==> src/hw/mi_map.svh <==
// Offsets, field positions, reset values and timing of the input decoder.
`ifndef MI_MAP_SVH
`define MI_MAP_SVH

`define CLK_PERIOD_NS       25
`define MS_NS               1000000
`define CYCINT_MIN_MS       50
`define START_MIN_MS        50
`define EXTAUTO_LOW_MIN_MS  50
`define CLRCTL_PULSE_MS     100
`define MF_SETUP_MS         50
`define PANEL_CFG_EXT_SW    3'h5

`define OFS_CTRL            5'h00
`define OFS_CMD             5'h04
`define OFS_MF              5'h08
`define OFS_STATUS          5'h0c
`define OFS_FLAGS           5'h10
`define OFS_OVERRIDE        5'h14

`define CTRL_RST            16'h0000
`define CTRL_CFG_LSB        0
`define CTRL_PANEL_FIT      3
`define CTRL_EXPECT_LSB     4
`define CTRL_SPINDLE        8
`define CTRL_SPEED_WAIT     9
`define CTRL_STORE          10
`define CTRL_JOG            11
`define CTRL_PANEL_START    12
`define CTRL_SINGLE_SEL     13

`define CMD_BLOCK           1
`define CMD_CLEAR           2

`define FLG_DIAG            0
`define FLG_INTERV          1
`define FLG_MF_REFUSED      2
`define FLG_LOOPERR_LSB     4
`define FLAGS_RST           8'h00

`endif

==> src/hw/mi_pkg.sv <==
// Types shared by the machine-interface input decoder.
package mi_pkg;

   typedef struct packed {
      logic       cycIntN;
      logic       start;
      logic       estopN;
      logic       nextBlockOk;
      logic       mfReady;
      logic       spindleOk;
      logic       diagnosticRequest;
      logic       extAuto;
      logic       overrideCodeBit4;
      logic       overrideCodeBit3;
      logic       overrideCodeBit2;
      logic       overrideCodeBit1;
      logic [3:0] motionOk;
      logic [3:0] openLoopN;
      logic       speedReached;
   } machine_in_t;

   typedef struct packed {
      logic        haltMotion;
      logic        servoZero;
      logic        spindleStop;
      logic        spindleEnable;
      logic        startOut;
      logic        startOp;
      logic        blockAdvance;
      logic        programSuspend;
      logic        clearCtl;
      logic        forceAuto;
      logic        singleMode;
      logic        storeEnable;
      logic        jogEnable;
      logic        diagActive;
      logic [3:0]  motionExpected;
      logic [3:0]  axisMoveEnable;
      logic [3:0]  loopOpen;
      logic        mfValid;
      logic        mfChange;
      logic [2:0]  mfCode;
      logic [7:0]  mfData;
      logic        overrideValid;
      logic        overrideIsIncr;
      logic [7:0]  overridePct;
      logic [10:0] overrideIncr;
   } machine_out_t;

   typedef enum logic [1:0] {
      MF_IDLE,
      MF_SETUP,
      MF_STROBE,
      MF_RELEASE
   } mf_state_t;

endpackage

==> src/hw/input_sync.sv <==
// Two-stage synchroniser for a vector of machine inputs.
`timescale 1ns/1ps
module input_sync #(
   parameter int W = 1
) (
   input  wire logic         sys_clk,
   input  wire logic         rstn,
   input  wire logic         clkEn,
   input  wire logic [W-1:0] din,
   output logic      [W-1:0] dout
);
   logic [W-1:0] stage1;

   always_ff @(posedge sys_clk or negedge rstn) begin
      if (!rstn) begin
         stage1 <= '0;
         dout   <= '0;
      end else if (clkEn) begin
         stage1 <= din;
         dout   <= stage1;
      end
   end
endmodule

==> src/hw/min_width.sv <==
// Qualifies a level that must stand for a least number of millisecond ticks.
`timescale 1ns/1ps
module min_width #(
   parameter int TICKS = 50
) (
   input  wire logic sys_clk,
   input  wire logic rstn,
   input  wire logic clkEn,
   input  wire logic tick,
   input  wire logic level,
   output logic      qualified
);
   // One extra tick is counted because the first tick may come at once.
   localparam int CW = $clog2(TICKS + 2);
   localparam logic [CW-1:0] LIMIT = CW'(TICKS + 1);

   logic [CW-1:0] count;
   logic [CW-1:0] next_count;

   if (TICKS < 1) begin : g_bad
      $error("min_width: TICKS must be at least one");
   end

   always_comb begin
      next_count = count;
      if (!level) begin
         next_count = '0;
      end else if (tick && count != LIMIT) begin
         next_count = count + 1'b1;
      end
   end

   always_ff @(posedge sys_clk or negedge rstn) begin
      if (!rstn) begin
         count <= '0;
      end else if (clkEn) begin
         count <= next_count;
      end
   end

   assign qualified = level && (count == LIMIT);
endmodule

==> src/hw/machine_interface_input_decoder.sv <==
// Machine-interface input decoder: qualifies discrete inputs and acts on them.
`timescale 1ns/1ps
`include "mi_map.svh"
module machine_interface_input_decoder
   import mi_pkg::*;
#(
   parameter int       TICK_CYCLES    = (`MS_NS + `CLK_PERIOD_NS - 1)
                                        / `CLK_PERIOD_NS,
   parameter bit       ANALOG_SPINDLE = 1'b1
) (
   input  wire logic          sys_clk,
   input  wire logic          rstn,
   input  wire logic          clkEn,
   input  wire logic [4:0]    address,
   input  wire logic          read,
   input  wire logic          write,
   input  wire logic [31:0]   writedata,
   input  wire logic [3:0]    byteenable,
   output logic      [31:0]   readdata,
   output logic               waitrequest,
   input  wire machine_in_t   machIn,
   output machine_out_t       machOut
);
   localparam logic [15:0] TICK_LAST = 16'(TICK_CYCLES - 1);
   localparam int          CLR_TICKS = `CLRCTL_PULSE_MS;
   localparam logic [6:0]  CLR_LOAD  = 7'(CLR_TICKS);
   localparam logic [6:0]  MF_LOAD   = 7'(`MF_SETUP_MS);

   if (TICK_CYCLES < 1 || TICK_CYCLES > 65536) begin : g_bad_tick
      $error("TICK_CYCLES must lie between 1 and 65536");
   end

   machine_in_t  pin;
   logic [15:0]  tickCnt;
   logic         tick;
   logic         cycIntQ;
   logic         startQ;
   logic         extLowQ;

   // Bus and control state.
   logic [15:0]  ctrl;
   logic [7:0]   flags;
   logic         halt;
   logic         running;
   logic         pendBlock;
   logic [6:0]   clrCnt;
   logic         extAutoState;
   logic         startQd;
   logic         extLowQd;
   logic         panelD;
   logic [3:0]   loopOpen;
   mf_state_t    mfState;
   logic [6:0]   mfCnt;
   logic [2:0]   mfCode;
   logic [7:0]   mfData;
   logic [15:0]  next_ctrl;
   logic [7:0]   next_flags;
   logic         next_halt;
   logic         next_running;
   logic         next_pendBlock;
   logic [6:0]   next_clrCnt;
   logic         next_extAutoState;
   logic [3:0]   next_loopOpen;
   mf_state_t    next_mfState;
   logic [6:0]   next_mfCnt;
   logic [2:0]   next_mfCode;
   logic [7:0]   next_mfData;
   logic [31:0]  next_readdata;
   logic         next_waitrequest;
   logic         startAccept;
   logic         blockGo;
   machine_out_t next_machOut;

   logic [31:0]  mask;
   logic [31:0]  rdMux;
   logic [15:0]  status;
   logic         wrTake;
   logic         estop;
   logic         clrBusy;
   logic         extRise;
   logic         extLowEv;
   logic         panelRise;
   logic         startEv;
   logic         clrEvent;
   logic [3:0]   loopReq;

   input_sync #(
      .W ($bits(machine_in_t))
   ) u_sync (
      .sys_clk (sys_clk),
      .rstn    (rstn),
      .clkEn   (clkEn),
      .din     (machIn),
      .dout    (pin)
   );

   always_ff @(posedge sys_clk or negedge rstn) begin
      if (!rstn) begin
         tickCnt <= 16'h0000;
      end else if (clkEn) begin
         tickCnt <= (tickCnt == TICK_LAST) ? 16'h0000 : tickCnt + 16'h0001;
      end
   end
   assign tick = (tickCnt == TICK_LAST);

   min_width #(.TICKS(`CYCINT_MIN_MS)) u_cycint (
      .sys_clk   (sys_clk),
      .rstn      (rstn),
      .clkEn     (clkEn),
      .tick      (tick),
      .level     (!pin.cycIntN),
      .qualified (cycIntQ)
   );
   min_width #(.TICKS(`START_MIN_MS)) u_start (
      .sys_clk   (sys_clk),
      .rstn      (rstn),
      .clkEn     (clkEn),
      .tick      (tick),
      .level     (pin.start),
      .qualified (startQ)
   );
   min_width #(.TICKS(`EXTAUTO_LOW_MIN_MS)) u_extlow (
      .sys_clk   (sys_clk),
      .rstn      (rstn),
      .clkEn     (clkEn),
      .tick      (tick),
      .level     (!pin.extAuto),
      .qualified (extLowQ)
   );

   assign mask = {{8{byteenable[3]}}, {8{byteenable[2]}},
                  {8{byteenable[1]}}, {8{byteenable[0]}}};
   // A transfer completes at the edge where waitrequest is sampled low.
   assign wrTake  = write && !waitrequest;
   assign estop   = !pin.estopN;
   assign clrBusy = (clrCnt != 7'h00);
   // Rising edge counts only after a qualified low
   assign extRise   = extLowQd && !extLowQ;
   assign extLowEv  = extLowQ && !extLowQd;
   assign panelRise = ctrl[`CTRL_PANEL_START] && !panelD;
   // Panel start acts directly only in external auto
   assign startEv   = (startQ && !startQd) || (panelRise && extAutoState);
   assign loopReq   = ~pin.openLoopN;

   assign status = {machOut.motionExpected, loopOpen, cycIntQ, clrBusy,
                    extAutoState, (mfState != MF_IDLE),
                    pendBlock && !pin.nextBlockOk, running, estop, halt};

   always_comb begin
      if (address == `OFS_CTRL) begin
         rdMux = {16'h0000, ctrl};
      end else if (address == `OFS_MF) begin
         rdMux = {21'h000000, mfCode, mfData};
      end else if (address == `OFS_STATUS) begin
         rdMux = {16'h0000, status};
      end else if (address == `OFS_FLAGS) begin
         rdMux = {24'h000000, flags};
      end else if (address == `OFS_OVERRIDE) begin
         rdMux = {11'h000, machOut.overrideValid, machOut.overrideIsIncr,
                  machOut.overrideIncr, machOut.overridePct};
      end else begin
         rdMux = 32'h00000000;
      end
   end

   always_comb begin
      next_waitrequest  = !((read || write) && waitrequest);
      next_readdata     = (read && waitrequest) ? rdMux : readdata;
      next_ctrl         = ctrl;
      next_flags        = flags;
      next_halt         = halt;
      next_running      = running;
      next_pendBlock    = pendBlock;
      next_clrCnt       = clrCnt;
      next_extAutoState = extAutoState;
      next_loopOpen     = loopOpen;
      next_mfState      = mfState;
      next_mfCnt        = mfCnt;
      next_mfCode       = mfCode;
      next_mfData       = mfData;
      clrEvent          = 1'b0;
      startAccept       = 1'b0;
      blockGo           = 1'b0;

      if (wrTake && address == `OFS_CTRL) begin
         next_ctrl = (ctrl & ~mask[15:0]) | (writedata[15:0] & mask[15:0]);
      end
      if (wrTake && address == `OFS_CMD && byteenable[0]) begin
         next_pendBlock = pendBlock || writedata[`CMD_BLOCK];
         clrEvent       = writedata[`CMD_CLEAR];
      end
      if (wrTake && address == `OFS_FLAGS) begin
         next_flags = flags & ~(writedata[7:0] & mask[7:0]);
      end

      if (extRise) begin
         next_extAutoState = 1'b1;
         clrEvent          = 1'b1;
      end
      if (extLowEv) begin
         next_extAutoState = 1'b0;
         if (running) begin
            next_flags[`FLG_INTERV] = 1'b1;
            next_running            = 1'b0;
         end
      end

      if (cycIntQ) begin
         next_halt = 1'b1;
      end
      if (startEv && !cycIntQ && !estop && !clrBusy) begin
         startAccept  = 1'b1;
         next_halt    = 1'b0;
         next_running = 1'b1;
      end

      if (running && pendBlock && pin.nextBlockOk && !halt && !clrBusy) begin
         blockGo        = 1'b1;
         next_pendBlock = 1'b0;
      end

      if (pin.diagnosticRequest) begin
         next_flags[`FLG_DIAG] = 1'b1;
      end

      for (int i = 0; i < 4; i++) begin
         if (!loopReq[i]) begin
            next_loopOpen[i] = 1'b0;
         end else if (machOut.motionExpected[i]) begin
            next_flags[`FLG_LOOPERR_LSB + i] = 1'b1;
         end else begin
            next_loopOpen[i] = 1'b1;
         end
      end

      // The sequencer runs on during a refused write so no tick is lost.
      case (mfState)
         MF_SETUP: begin
            if (tick && mfCnt != 7'h00) begin
               next_mfCnt = mfCnt - 7'h01;
            end
            if (mfCnt == 7'h00) begin
               next_mfState = MF_STROBE;
            end
         end
         MF_STROBE: begin
            if (pin.mfReady) begin
               next_mfState = MF_RELEASE;
            end
         end
         MF_RELEASE: begin
            if (!pin.mfReady) begin
               next_mfState = MF_IDLE;
            end
         end
         default: begin
            next_mfState = MF_IDLE;
         end
      endcase
      if (wrTake && address == `OFS_MF) begin
         if (mfState == MF_IDLE && !clrBusy && byteenable[1:0] == 2'b11) begin
            next_mfData  = writedata[7:0];
            next_mfCode  = writedata[10:8];
            next_mfCnt   = MF_LOAD;
            next_mfState = MF_SETUP;
         end else begin
            next_flags[`FLG_MF_REFUSED] = 1'b1;
         end
      end

      if (clrEvent) begin
         next_clrCnt = CLR_LOAD;
      end else if (clrBusy && tick) begin
         next_clrCnt = clrCnt - 7'h01;
      end
      if (clrEvent || clrBusy) begin
         next_halt      = 1'b0;
         next_running   = 1'b0;
         next_pendBlock = 1'b0;
         next_loopOpen  = 4'h0;
         next_mfState   = MF_IDLE;
      end
   end

   always_ff @(posedge sys_clk or negedge rstn) begin
      if (!rstn) begin
         waitrequest  <= 1'b1;
         readdata     <= 32'h00000000;
         ctrl         <= `CTRL_RST;
         flags        <= `FLAGS_RST;
         halt         <= 1'b0;
         running      <= 1'b0;
         pendBlock    <= 1'b0;
         clrCnt       <= CLR_LOAD;
         extAutoState <= 1'b0;
         startQd      <= 1'b0;
         extLowQd     <= 1'b0;
         panelD       <= 1'b0;
         loopOpen     <= 4'h0;
         mfState      <= MF_IDLE;
         mfCnt        <= 7'h00;
         mfCode       <= 3'h0;
         mfData       <= 8'h00;
      end else if (clkEn) begin
         waitrequest  <= next_waitrequest;
         readdata     <= next_readdata;
         ctrl         <= next_ctrl;
         flags        <= next_flags;
         halt         <= next_halt;
         running      <= next_running;
         pendBlock    <= next_pendBlock;
         clrCnt       <= next_clrCnt;
         extAutoState <= next_extAutoState;
         startQd      <= startQ;
         extLowQd     <= extLowQ;
         panelD       <= ctrl[`CTRL_PANEL_START];
         loopOpen     <= next_loopOpen;
         mfState      <= next_mfState;
         mfCnt        <= next_mfCnt;
         mfCode       <= next_mfCode;
         mfData       <= next_mfData;
      end
   end

   // Output group: every machine-side output is registered here.
   always_comb begin
      next_machOut = '0;
      next_machOut.haltMotion     = halt || !pin.cycIntN || estop;
      next_machOut.servoZero      = estop;
      next_machOut.spindleStop    = estop;
      next_machOut.spindleEnable  = ctrl[`CTRL_SPINDLE] && pin.spindleOk
                                    && !estop;
      next_machOut.startOut       = ctrl[`CTRL_PANEL_START];
      next_machOut.startOp        = startAccept;
      next_machOut.blockAdvance   = blockGo;
      next_machOut.programSuspend = ANALOG_SPINDLE && running
                                    && ctrl[`CTRL_SPEED_WAIT]
                                    && !pin.speedReached;
      next_machOut.clearCtl       = clrBusy;
      next_machOut.forceAuto      = extAutoState;
      next_machOut.singleMode     = ctrl[`CTRL_SINGLE_SEL] && !extAutoState;
      next_machOut.storeEnable    = ctrl[`CTRL_STORE] && !extAutoState;
      next_machOut.jogEnable      = ctrl[`CTRL_JOG] && !extAutoState;
      next_machOut.diagActive     = pin.diagnosticRequest;
      for (int i = 0; i < 4; i++) begin
         // Expected motion held off during interrupt
         next_machOut.motionExpected[i] = ctrl[`CTRL_EXPECT_LSB + i]
                                          && pin.cycIntN && !estop && !halt
                                          && !loopOpen[i] && !clrBusy;
         next_machOut.axisMoveEnable[i] = next_machOut.motionExpected[i]
                                          && pin.motionOk[i];
      end
      next_machOut.loopOpen = loopOpen;
      next_machOut.mfValid  = (mfState != MF_IDLE);
      next_machOut.mfChange = (mfState == MF_STROBE) && !pin.mfReady;
      next_machOut.mfCode   = mfCode;
      next_machOut.mfData   = mfData;

      // Override honoured with panel or config five
      next_machOut.overrideValid =
         ctrl[`CTRL_PANEL_FIT]
         || (ctrl[`CTRL_CFG_LSB +: 3] == `PANEL_CFG_EXT_SW);
      next_machOut.overrideIsIncr = pin.overrideCodeBit4
                                    && pin.overrideCodeBit3;
      case ({pin.overrideCodeBit2, pin.overrideCodeBit1})
         2'b00:   next_machOut.overrideIncr = 11'h001;
         2'b01:   next_machOut.overrideIncr = 11'h00a;
         2'b10:   next_machOut.overrideIncr = 11'h064;
         default: next_machOut.overrideIncr = 11'h3e8;
      endcase
      case ({pin.overrideCodeBit4, pin.overrideCodeBit3,
             pin.overrideCodeBit2, pin.overrideCodeBit1})
         4'h0:    next_machOut.overridePct = 8'h8c;
         4'h1:    next_machOut.overridePct = 8'h78;
         4'h2:    next_machOut.overridePct = 8'h64;
         4'h3:    next_machOut.overridePct = 8'h50;
         4'h4:    next_machOut.overridePct = 8'h3c;
         4'h5:    next_machOut.overridePct = 8'h28;
         4'h6:    next_machOut.overridePct = 8'h14;
         4'h7:    next_machOut.overridePct = 8'h0a;
         4'h8:    next_machOut.overridePct = 8'h08;
         4'h9:    next_machOut.overridePct = 8'h04;
         4'ha:    next_machOut.overridePct = 8'h02;
         default: next_machOut.overridePct = 8'h00;
      endcase
      // Without a usable switch the feed runs at the nominal rate.
      if (!next_machOut.overrideValid) begin
         next_machOut.overrideIsIncr = 1'b0;
         next_machOut.overridePct    = 8'h64;
      end
   end

   always_ff @(posedge sys_clk or negedge rstn) begin
      if (!rstn) begin
         machOut <= '0;
      end else if (clkEn) begin
         machOut <= next_machOut;
      end
   end
endmodule

==> config.mk <==
export PLATFORM = sky130hd
export DESIGN_NAME = machine_interface_input_decoder
export DESIGN_NICKNAME = d
export VERILOG_FILES = /design/src/hw/mi_pkg.sv /design/src/hw/input_sync.sv /design/src/hw/min_width.sv /design/src/hw/machine_interface_input_decoder.sv
export VERILOG_INCLUDE_DIRS = /design/src /design/src/hw
export SDC_FILE = /design/constraint.sdc
export NUM_CORES = 1
export LEC_CHECK = 0
export BUFFER_PORTS_ARGS = -buffer_cell sky130_fd_sc_hd__buf_4
export CAP_MARGIN = 0
export CORE_MARGIN = 2
export CORE_UTILIZATION = 59
export CTS_BUF_LIST = sky130_fd_sc_hd__clkbuf_4
export CTS_CLUSTER_DIAMETER = 150
export CTS_CLUSTER_SIZE = 14
export DETAILED_ROUTE_END_ITERATION = 7
export GPL_ROUTABILITY_DRIVEN = 1
export GPL_TIMING_DRIVEN = 0
export PLACE_DENSITY = 0.83
export SLEW_MARGIN = 40
export SYNTH_ARGS = -nofsm -noshare
export SYNTH_HDL_FRONTEND = slang
export SYNTH_SLANG_ARGS = --single-unit
==> constraint.sdc <==
create_clock -name sys_clk -period 2.7 [get_ports sys_clk]
set_input_delay 0.54 -clock sys_clk [delete_from_list [all_inputs] [get_ports sys_clk]]
set_output_delay 0.54 -clock sys_clk [all_outputs]
set_load 0.01 [all_outputs]
==> out/results.ini <==
[cts]
cts-buffers-inserted=18
cts.sinks=210
cts_max_path_buffers=3
clockRootBuffer=clkbuf_4
clk_latency_ns=0.63
h-tree-depth=1
cts.reportedPaths.clkPinSlew_ns=0.15
cts_tree=done

[critical_path]
crit_type=reg -> reg
required_ns=3.23
reg2reg_depth=8
end_kind=flop
start_kind=flop
arrival_ns=3.10
path_max_fanout=10

[power]
power.total_uw=6040
powerDensity_nw_per_um2=533
total_leakage_power_uw=0.00529
vdd_ir_drop_max_uv=436

[route]
drt_iter0_markers=701
viasPerCell=6.18
wl_um=25700
drc=0
detail-route-antenna-nets=0
dr_total_vias=7815
drt-pass1-iter-count=6
wl_per_cell_um=20.3

[synth]
synth_xor_area_share_pct=1.87
yosys.area_share.simple_pct=13.8
netlist_instances=880
synthMuxAreaShare_pct=11.6
synth_ff_type=dfrtp_1
synthTopCellsByCount=206 x dfrtp_1, 97 x mux2_2, 73 x nand2_1
ys_seq_area_share_pct=53.6
yosysTopAreaCell=dfrtp_1
synth_fa_ha_area_share_pct=1.91
synth.most_common_cell=dfrtp_1
ys_ff_latch=210
synth_top_family_by_area=simple AND/OR/NAND/NOR gates
synth-edff-count=0
synthTopCellsByArea=dfrtp_1 53%, mux2_2 11%, o21ai_0 3.0%, nand2_1 2.8%, ha_1 1.9%
syn_area_um2=9820
synth_compound_area_share_pct=12.4
synth.top_cell.area_share_pct=52.5
synth.distinct_cells=72
yosysWarnings=0
avgSynthCellArea_um2=11.2
async_reset_ff_share_pct=100

[floorplan]
rows=47
core_um2=16400
die_h_um=133
fp.dieArea_um2=17700
die_w_um=133
start_util_pct=59.8
io_pins=160

[global_routing]
antenna_found_initial=2
track_usage_pct=28.9
grt_pass1_wl_um=40000
gr-total-overflow=0
grt_max_degree=74
grt_pass1_vias=7306

[placement]
place_inst=1238
io_buffers=122
placed_area_um2=11100
gp_congestion=0.919
post-dp-hpwl_um=19000

[layout]
utilization_pct=69.1
area_delta_synth_final_pct=15.4
nets=1121
fin_cells=1265
fin_area_um2=11300
drive_above_1_share_pct=28.2

[job]
max-cap-violations=0

[sta]
fin_skew_ns=0.0300
fin_crit_ns=2.57
slew_violations=0
finalHoldViolCount=0
achievable-frequency_ghz=0.389
min_period_over_period_pct=95.1
rsz0062_at_grt=false
worst_pin_slew_ns=0.865
slew_headroom_pct=42.3
setup_viol=0

[min_path]
worstHoldPathCells=2
hp-class=in -> reg

[outcome]
status=finished clean

-- worst max-delay path: stages, from the launching register on --
cell and delay [ns]:
dfrtp_1 0.45, inv_1 0.11, ha_1 0.16, nor2b_2 0.26
and2_1 0.25, nand4_1 0.26, nor2_4 0.34, buf_4 0.28
mux2_2 0.35
-- state kept, by name, indices dropped and copies added (netlist names), 3 cells and up, named ones only --
register	count
u_sync.stage1	21
u_extlow.count	6
readdata	19
u_sync.dout	21
tickCnt	16
flags	8
u_start.count	6
machOut	53
loopOpen	4
u_cycint.count	6
clrCnt	7
mfCnt	7
mfCode	3
mfData	8
-- worst paths after layout --
path / start / endpoint / slack (ns)
setup / recovery: clrCnt[0] / mfData[6] / 0.13
hold / removal: writedata[3] / flags[3] / 0.10
setup reg to reg: clrCnt[0] / mfData[6] / 0.13
hold reg to reg: u_sync.dout[3] / flags[6] / 0.50
max in group asynchronous: rstn / machOut[56] / 1.49
min in group asynchronous: rstn / u_extlow.count[1] / 0.43
-- cell families after synthesis --
kind of cell             count (synthesis)
buffers and inverters                   97
adder cells (fa/ha/maj)                 15
multiplexers                           102
other                                    1
AND/OR/NAND/NOR                        253
AO/OA/AOI/OAI                          181
XOR/XNOR                                21
flip-flops                             210
-- layer usage --
layer | part of all wire [%] | wire length (µm) | global-route usage [%] | vias to the layer above
met1 | 42 | 10800 | 42.7 | 3873
met3 | 10 | 2600 | 6.44 | 51
met2 | 45 | 11600 | 43.0 | 406
met4 | 2.5 | 630 | 9.26 | 0
li1 | - | - | - | 3485
met5 | 0 | 0 | 0 | -
-- final cells by class --
type | instances | area (µm²)
Antenna cell | 1 | 2.50
Buffer | 69 | 363
Clock buffer | 25 | 188
Fill cell | 1261 | 5070
Inverter | 28 | 105
Multi-Input combinational cell | 587 | 4150
Sequential cell | 210 | 5260
Tap cell | 220 | 275
Timing Repair Buffer | 125 | 988
-- power by group --
part | switching [µW] | total [µW] | internal, µW
Combinational | 511 | 964 | 453
Sequential | 280 | 3690 | 3410
Clock | 968 | 1390 | 420
-- through the flow --
step	setup slack [ns]	setup TNS, ns	hold WS [ns]
floorplan	0.342	0	0.244
global placement	-0.364	-76.98	0.466
detailed placement	-0.317	-5.85	0.473
CTS	0.0559	0	0.0739
global route	0.0141	0	0.0819
finish	0.133	0	0.104
-- placed cells by master (no fill, tap or decap), types with 6 or more instances in the layout --
cell / netlist / layout
nand3_1: 27 / 27
ha_1: 15 / 15
nand4_1: 17 / 17
and3_1: 15 / 15
xor2_1: 13 / 13
nand2_1: 73 / 73
a22o_1: 9 / 9
nor4b_1: 6 / 6
a222oi_1: 10 / 10
xnor2_1: 8 / 8
conb_1: 1 / 15
clkbuf_1: 36 / 36
nor3_1: 15 / 15
dfrtp_1: 206 / 206
nor3b_1: 7 / 7
o21ai_0: 59 / 59
a31oi_1: 10 / 10
clkbuf_4: 0 / 25
nor2_1: 41 / 41
nand2b_1: 7 / 7
o21a_1: 7 / 7
a21oi_1: 23 / 23
a21o_1: 8 / 8
nor2b_1: 9 / 8
buf_4: 24 / 145
mux2_2: 97 / 97
inv_1: 28 / 28
-- what timing repair did --
| item | CTS | global route |
|---|---|---|
| setup endpoints to repair | 5 | 5 |
| gates resized for setup | 1 | 1 |
| hold endpoints to repair | 64 | 0 |
| pin swaps | 0 | 0 |
| setup buffers | 0 | 0 |
| hold buffers | 1 | 0 |
Power figures use the tool's default switching activity.
